## src/hdl/sefm_cfg.svh

```systemverilog
`ifndef SEFM_CFG_SVH
`define SEFM_CFG_SVH

// register indices; byte address is four times the index
`define SEFM_IDX_LINK_FLAGS   8'h7C
`define SEFM_IDX_EVENT_EN     8'h7D
`define SEFM_IDX_ACL_FLAGS    8'h7E
`define SEFM_IDX_ACL_EN       8'h7F
`define SEFM_ADDR_W           10
`define SEFM_DATA_W           32
`define SEFM_REG_W            8
`define SEFM_WAKE_BIT         4
`define SEFM_FLAG_W           5
`define SEFM_LINK_PORTS       4
`define SEFM_ACL_PORTS        5
`define SEFM_RST_BYTE         8'h00
`define SEFM_RST_WORD         32'h0000_0000

`endif

```

## src/hdl/sefm_pkg.sv

```systemverilog
`include "sefm_cfg.svh"

package sefm_pkg;

    typedef struct packed {
        logic                        psel;
        logic                        penable;
        logic                        pwrite;
        logic [`SEFM_ADDR_W-1:0]     paddr;
        logic [`SEFM_DATA_W-1:0]     pwdata;
    } sefm_apb_req_t;

    typedef struct packed {
        logic                        pready;
        logic                        pslverr;
        logic [`SEFM_DATA_W-1:0]     prdata;
    } sefm_apb_rsp_t;

    typedef enum logic [2:0] {
        SEFM_SEL_LINK = 3'b000,
        SEFM_SEL_EN   = 3'b001,
        SEFM_SEL_ACL  = 3'b010,
        SEFM_SEL_AEN  = 3'b011,
        SEFM_SEL_NONE = 3'b100
    } sefm_sel_t;

endpackage : sefm_pkg

```

## src/hdl/sefm_top.sv

```systemverilog
// Summary of operation
// port 2 link change sets flag bit 1; write one clears; resets 0.
// port 1 link change sets flag bit 0; write one clears; resets 0.
// enable register: bit 4 wake, bits 3..0 ports 4..1; reset 0.
// acl flags bits 4..0 read-only per port; bits 7..5 read zero.
// acl enables bits 4..0 read-write per port; reset 0.
// wake event sets flag bit 4; write one clears it.
// ports 4 and 3 link changes set bits 3 and 2; write one clears.
// irq high while any enabled flag is set, low otherwise.
//
// The implementer's own choice: the APB slave port.
`timescale 1ns/10ps
`include "sefm_cfg.svh"

module sefm_top
    import sefm_pkg::*;
#(
    parameter int LINK_PORTS = `SEFM_LINK_PORTS,
    parameter int ACL_PORTS  = `SEFM_ACL_PORTS
) (
    input  wire logic                   core_clk,
    input  wire logic                   rst_n,
    input  wire sefm_apb_req_t          apb_req,
    output sefm_apb_rsp_t               apb_rsp,
    input  wire logic [LINK_PORTS-1:0]  link_up,
    input  wire logic                   wake_event,
    input  wire logic [ACL_PORTS-1:0]   acl_event,
    output logic                        irq
);

    if (LINK_PORTS != `SEFM_LINK_PORTS || ACL_PORTS != `SEFM_ACL_PORTS) begin
        $error("sefm_top: port counts fixed by register layout");
    end

    // byte address to register select
    function automatic sefm_sel_t decode(
        input logic [`SEFM_ADDR_W-1:0] addr
    );
        sefm_sel_t s;
        s = SEFM_SEL_NONE;
        if (addr[1:0] == 2'h0) begin
            case (addr[`SEFM_ADDR_W-1:2])
                `SEFM_IDX_LINK_FLAGS: s = SEFM_SEL_LINK;
                `SEFM_IDX_EVENT_EN:   s = SEFM_SEL_EN;
                `SEFM_IDX_ACL_FLAGS:  s = SEFM_SEL_ACL;
                `SEFM_IDX_ACL_EN:     s = SEFM_SEL_AEN;
                default:              s = SEFM_SEL_NONE;
            endcase
        end
        return s;
    endfunction : decode

    logic [`SEFM_FLAG_W-1:0] link_flags_q;
    logic [`SEFM_FLAG_W-1:0] event_en_q;
    logic [ACL_PORTS-1:0]    acl_flags_q;
    logic [ACL_PORTS-1:0]    acl_en_q;
    logic [LINK_PORTS-1:0]   link_chg;
    sefm_sel_t               sel;
    logic                    wr_en;
    logic [`SEFM_FLAG_W-1:0] wr_ones;

    assign sel     = decode(apb_req.paddr);
    assign wr_en   = apb_req.psel & apb_req.penable & apb_rsp.pready
                     & apb_req.pwrite;
    assign wr_ones = apb_req.pwdata[`SEFM_FLAG_W-1:0];

    // link state from the phy side: three flops, stable when 2nd/3rd agree
    for (genvar p = 0; p < LINK_PORTS; p++) begin : g_link
        logic s1_q;
        logic s2_q;
        logic s3_q;
        logic stable_q;
        always_ff @(posedge core_clk) begin
            if (!rst_n) begin
                s1_q     <= 1'b0;
                s2_q     <= 1'b0;
                s3_q     <= 1'b0;
                stable_q <= 1'b0;
            end else begin
                s1_q <= link_up[p];
                s2_q <= s1_q;
                s3_q <= s2_q;
                if (s2_q == s3_q) begin
                    stable_q <= s3_q;
                end
            end
        end
        assign link_chg[p] = (s2_q == s3_q) && (s3_q != stable_q);
    end

    // set wins over a same-cycle clear
    always_ff @(posedge core_clk) begin
        if (!rst_n) begin
            link_flags_q <= `SEFM_FLAG_W'(`SEFM_RST_BYTE);
        end else begin
            // port flags
            // wake flag
            link_flags_q <= (link_flags_q
                             & ~((wr_en && sel == SEFM_SEL_LINK)
                                 ? wr_ones : '0))
                            | {wake_event, link_chg};
        end
    end

    always_ff @(posedge core_clk) begin
        if (!rst_n) begin
            event_en_q <= `SEFM_FLAG_W'(`SEFM_RST_BYTE);
            acl_en_q   <= ACL_PORTS'(`SEFM_RST_BYTE);
        end else if (wr_en) begin
            // event enables
            if (sel == SEFM_SEL_EN) begin
                event_en_q <= wr_ones;
            end
            // acl enables
            if (sel == SEFM_SEL_AEN) begin
                acl_en_q <= apb_req.pwdata[ACL_PORTS-1:0];
            end
        end
    end

    // acl flags follow the acl engine, which holds its own events
    always_ff @(posedge core_clk) begin
        if (!rst_n) begin
            acl_flags_q <= ACL_PORTS'(`SEFM_RST_BYTE);
        end else begin
            // read-only acl flags
            acl_flags_q <= acl_event;
        end
    end

    always_ff @(posedge core_clk) begin
        if (!rst_n) begin
            irq <= 1'b0;
        end else begin
            // enabled flags drive irq
            irq <= |(link_flags_q & event_en_q) | |(acl_flags_q & acl_en_q);
        end
    end

    // no wait state: data registered in setup, ready in the first access cycle
    always_ff @(posedge core_clk) begin
        if (!rst_n) begin
            apb_rsp.pready  <= 1'b0;
            apb_rsp.pslverr <= 1'b0;
            apb_rsp.prdata  <= `SEFM_RST_WORD;
        end else begin
            apb_rsp.pready  <= apb_req.psel & ~apb_req.penable;
            apb_rsp.pslverr <= apb_req.psel & ~apb_req.penable
                               & (sel == SEFM_SEL_NONE);
            apb_rsp.prdata  <= `SEFM_RST_WORD;
            if (apb_req.psel && !apb_req.penable && !apb_req.pwrite) begin
                // upper bits read zero
                case (sel)
                    SEFM_SEL_LINK: apb_rsp.prdata <= `SEFM_DATA_W'(link_flags_q);
                    SEFM_SEL_EN:   apb_rsp.prdata <= `SEFM_DATA_W'(event_en_q);
                    SEFM_SEL_ACL:  apb_rsp.prdata <= `SEFM_DATA_W'(acl_flags_q);
                    SEFM_SEL_AEN:  apb_rsp.prdata <= `SEFM_DATA_W'(acl_en_q);
                    default:       apb_rsp.prdata <= `SEFM_RST_WORD;
                endcase
            end
        end
    end

endmodule : sefm_top

```

## config.mk

```make
export PLATFORM = sky130hd
export DESIGN_NAME = sefm_top
export DESIGN_NICKNAME = d
export VERILOG_FILES = /design/src/hdl/sefm_pkg.sv /design/src/hdl/sefm_top.sv
export VERILOG_INCLUDE_DIRS = /design/src /design/src/hdl
export SDC_FILE = /design/constraint.sdc
export NUM_CORES = 1
export LEC_CHECK = 0
export BUFFER_PORTS_ARGS = -buffer_cell sky130_fd_sc_hd__buf_2
export CORE_MARGIN = 5
export CORE_UTILIZATION = 41
export CTS_BUF_LIST = sky130_fd_sc_hd__clkbuf_4 sky130_fd_sc_hd__clkbuf_8 sky130_fd_sc_hd__clkbuf_16
export DETAILED_ROUTE_END_ITERATION = 8
export PLACE_DENSITY = 0.79
export SETUP_SLACK_MARGIN = 0.1
export SYNTH_ARGS = -nofsm -noshare
export SYNTH_HDL_FRONTEND = slang
export SYNTH_SLANG_ARGS = --single-unit
```

## constraint.sdc

```tcl
create_clock -name core_clk -period 1.3 [get_ports core_clk]
set_input_delay 0.065 -clock core_clk [delete_from_list [all_inputs] [get_ports core_clk]]
set_output_delay 0.065 -clock core_clk [all_outputs]
set_load 0.03 [all_outputs]
```

==> run_results.csv <==
group,metric,value,unit
critical_path,cpMostUsedCell,"buf_6",
power_and_ir_drop,swShare,24.4,%
worst_hold_path,holdPathStages,3,
critical_path,crit_fanout,5,
place,gp_congestion,0.799,
synth,synth_area,1890,um^2
place,place_hpwl,2.62,mm
timing,fin_skew,0.0101,ns
synth,synth-seq-area-share,46.7,%
routing,ant_nets,0,
routing,routed-via-count,1378,
critical_path,cp.depth,6,
die,design.core.area,4410,um^2
clocking,clock_sinks,44,
worst_hold_path,hp-start,"apb_req[4]",
clocking,cts_buffers,5,
routing,dr.pass1.iters,4,
cells_and_area,seqCellArea,885,um^2
die,rows,24,
die,die_w,77.8,um
critical_path,crit_type,"in -> reg",
power_and_ir_drop,pwr-share-seq,53.8,%
critical_path,max_stage_delay,0.59,ns
cells_and_area,fin_util,52.8,%
critical_path,cpMaxStageDelayCell,"or4b_4",
routing,wirelength,3.59,mm
routing,wl_per_cell,12.2,um
job,maxCapViolations,0,
synth,ys_types,30,
timing,layout_worst_path_cycle_share,98.9,%
clocking,cts_root_buf,"clkbuf_8",
routing,routed_via_density,4.69,
clocking,clock_path_buffers,2,
global_routing,grt_pass1_wl,5.72,mm
synth,post-synth-top-area-fraction,46.7,%
power_and_ir_drop,finalPower,2.59,mW
clocking,htreeDepth,2,
timing,drv_slew,0,
critical_path,cp-end-kind,"register",
die,die_h,77.8,um
critical_path,crit_family,"simple AND/OR/NAND/NOR gates",
critical_path,crit_arrival,1.51,ns
global_routing,antenna_found_initial,0,
synth,syn_inst,184,
timing,hold_viol,0,
cells_and_area,area_delta_synth_final,23.5,%
power_and_ir_drop,p_int,1.95,mW
power_and_ir_drop,p_clk_share,35.1,%
clocking,post-cts-setup-buffers,0,
global_routing,grt_max_degree,34,
cells_and_area,nFillCells,399,
timing,post-route-min-period,1.29,ns
timing,fmax,0.778,GHz
global_routing,grt_pass1_vias,1291,
cells_and_area,layout-drive-gt1-share,27.7,%
synth,syn_avg_cell_area,10.3,um^2
synth,synth-seq-cells,44,
cells_and_area,nNetsFinal,298,
synth,synth.area.top_cells,"dfxtp_1, buf_4, mux4_2",
cells_and_area,multi_input_area,880,um^2
routing,dr.first_iter.drc_count,67,
critical_path,reg2reg_to,"link_flags_q[3]",
place,placed_area,2060,um^2
critical_path,rr_startpoint,"apb_rsp[33]",
critical_path,crit_chain,"buf_6, or4b_4, buf_6, nor4_4, buf_6, mux2i_1",
power_and_ir_drop,power.switching,632,uW
synth,yosysWarnings,0,
worst_hold_path,min_to,"event_en_q[4]",
power_and_ir_drop,vdd_drop_max,683,uV
place,portBuffers,37,
timing,hold_slack,0.0443,ns
die,fp.dieArea,6060,um^2
global_routing,grtUsageTotal,11.9,%
power_and_ir_drop,p_leak,1.01,nW
die,num_io_pins,92,
power_and_ir_drop,power_density,1110,nW/um^2
die,initial_core_util,42.7,%
outcome,status,"finished clean",
worst_hold_path,hp-class,"in -> reg",
clocking,clk_pin_slew,0.08,ns
timing,rsz0062_at_grt,"true",
synth,synth_top_cell_by_area,"dfxtp_1",
critical_path,required,1.52,ns
power_and_ir_drop,combinationalPowerShare,11.0,%
routing,drc,0,
timing,setup_viol,0,
critical_path,cp-start-kind,"input port",
critical_path,r2r_slack,0.05,ns
cells_and_area,postLayoutCellArea,2330,um^2
global_routing,overflow,0,
critical_path,r2r_cells,5,
critical_path,cp.buffers_inverters,3,
cells_and_area,num_antenna_cells,0,
clocking,clk-insertion-delay-late,0.30,ns
clocking,cts_tree,"done",
cell usage after synthesis:
cell	instances
buf_4	27
nor4_1	1
nor2_1	3
clkbuf_1	6
nand2_1	24
mux2i_1	10
nand3b_1	1
nand4_1	2
a311oi_1	4
a22oi_1	1
nand2b_1	1
nor4b_2	1
a31oi_1	1
inv_1	1
and2_1	17
clkinv_1	1
or4b_4	1
buf_6	1
o21ai_0	5
dfxtp_1	44
a221oi_1	2
a22o_1	2
nor3b_1	1
a21oi_1	9
a21o_1	4
nor2b_1	5
conb_1	1
nor4_4	2
mux4_2	5
or4_4	1
registers in the layout, indices dropped and copies added, names as in the netlist:
register and flops:
apb_rsp 7, acl_en_q 5, link_flags_q 5, g_link.s1_q 4, g_link.s3_q 4, g_link.s2_q 4
acl_flags_q 5, g_link.stable_q 4, irq 1, event_en_q 5
cell usage in the layout (no fill, tap or decap), types with 2 or more instances in the layout:
cell / n
conb_1: 27
and2_1: 17
clkbuf_8: 6
nor4_4: 2
dfxtp_1: 43
a22o_1: 2
nor2_1: 3
nand4_1: 2
mux4_2: 5
clkbuf_4: 2
buf_2: 36
a311oi_1: 3
nand2_1: 24
buf_6: 5
a21oi_1: 9
a21o_1: 4
mux2i_1: 10
dlygate4sd3_1: 13
buf_4: 4
nor2b_2: 2
o21ai_0: 5
a221oi_1: 2
nor2b_1: 3
power groups by stage:
| stage | combinational (mW) | sequential, mW | clock [mW] |
|---|---|---|---|
| after detailed placement | 0.249 | 1.42 | 0 |
| after CTS | 0.282 | 1.39 | 0.927 |
| after global placement | 0.246 | 1.42 | 0 |
| final | 0.286 | 1.39 | 0.908 |
| after floorplan | 0.243 | 1.42 | 0 |
| after global routing | 0.310 | 1.40 | 0.982 |
routing by layer:
| metal | vias up | track usage (%) | routed length [um] |
|---|---|---|---|
| met2 | 56 | 18.8 | 1630 |
| met4 | 0 | 5.67 | 66 |
| li1 | 696 | - | - |
| met1 | 620 | 14.2 | 1550 |
| met5 | - | 0 | 0 |
| met3 | 6 | 4.40 | 346 |
what timing repair did:
action | 4_1_cts | 5_1_grt
setup endpoints to repair | 14 | 17
cloned | 0 | 0
hold buffers | 13 | 0
pin swaps | 3 | 2
resized for setup | 4 | 5
endpoints found under the hold margin | 13 | 0
cell type report:
cell class	count	share of cell area (%)
clock buffers	8	4.19
inverters	2	0.322
multi-input cells	130	37.7
flip-flops and latches	44	37.9
well taps	52	2.79
repair buffers	58	17.0
kinds of logic after synthesis:
logic type | count (synthesis) | share of synthesized area, %
AOI/OAI and AO/OA | 28 | 9.75
buffers and inverters | 36 | 12.9
DFF | 44 | 46.7
muxes | 15 | 11.3
other | 1 | 0.199
and+or+nand+nor | 60 | 19.2
stage by stage:
stage | setup TNS [ns] | worst slack [ns] | cells
6_report | 0 | 0.0142 | 294
5_1_grt | -0.235 | -0.0589 | 294
4_1_cts | 0 | 0.00826 | 294
3_5_place_dp | -3.38 | -0.201 | 273
3_3_place_gp | -2.90 | -0.180 | 273
2_1_floorplan | -2.12 | -0.134 | 210
worst max-delay path by stage:
stage / start / endpoint / slack [ns]
finish: apb_req[41] / event_en_q[0] / 0.01
global route: apb_req[41] / event_en_q[0] / -0.06
CTS: apb_req[41] / event_en_q[0] / 0.008
detailed placement: apb_req[33] / apb_rsp[0] / -0.20
global placement: apb_req[33] / apb_rsp[0] / -0.18
floorplan: apb_rsp[33] / acl_en_q[0] / -0.13
worst reg2reg max path, stage by stage, from the launching register on:
cell	delay, ns
dfxtp_4	0.35
nand4_1	0.09
buf_6	0.15
nor4b_4	0.26
buf_4	0.19
a311oi_2	0.09
Note: power is estimated with default switching activity, not from simulation.
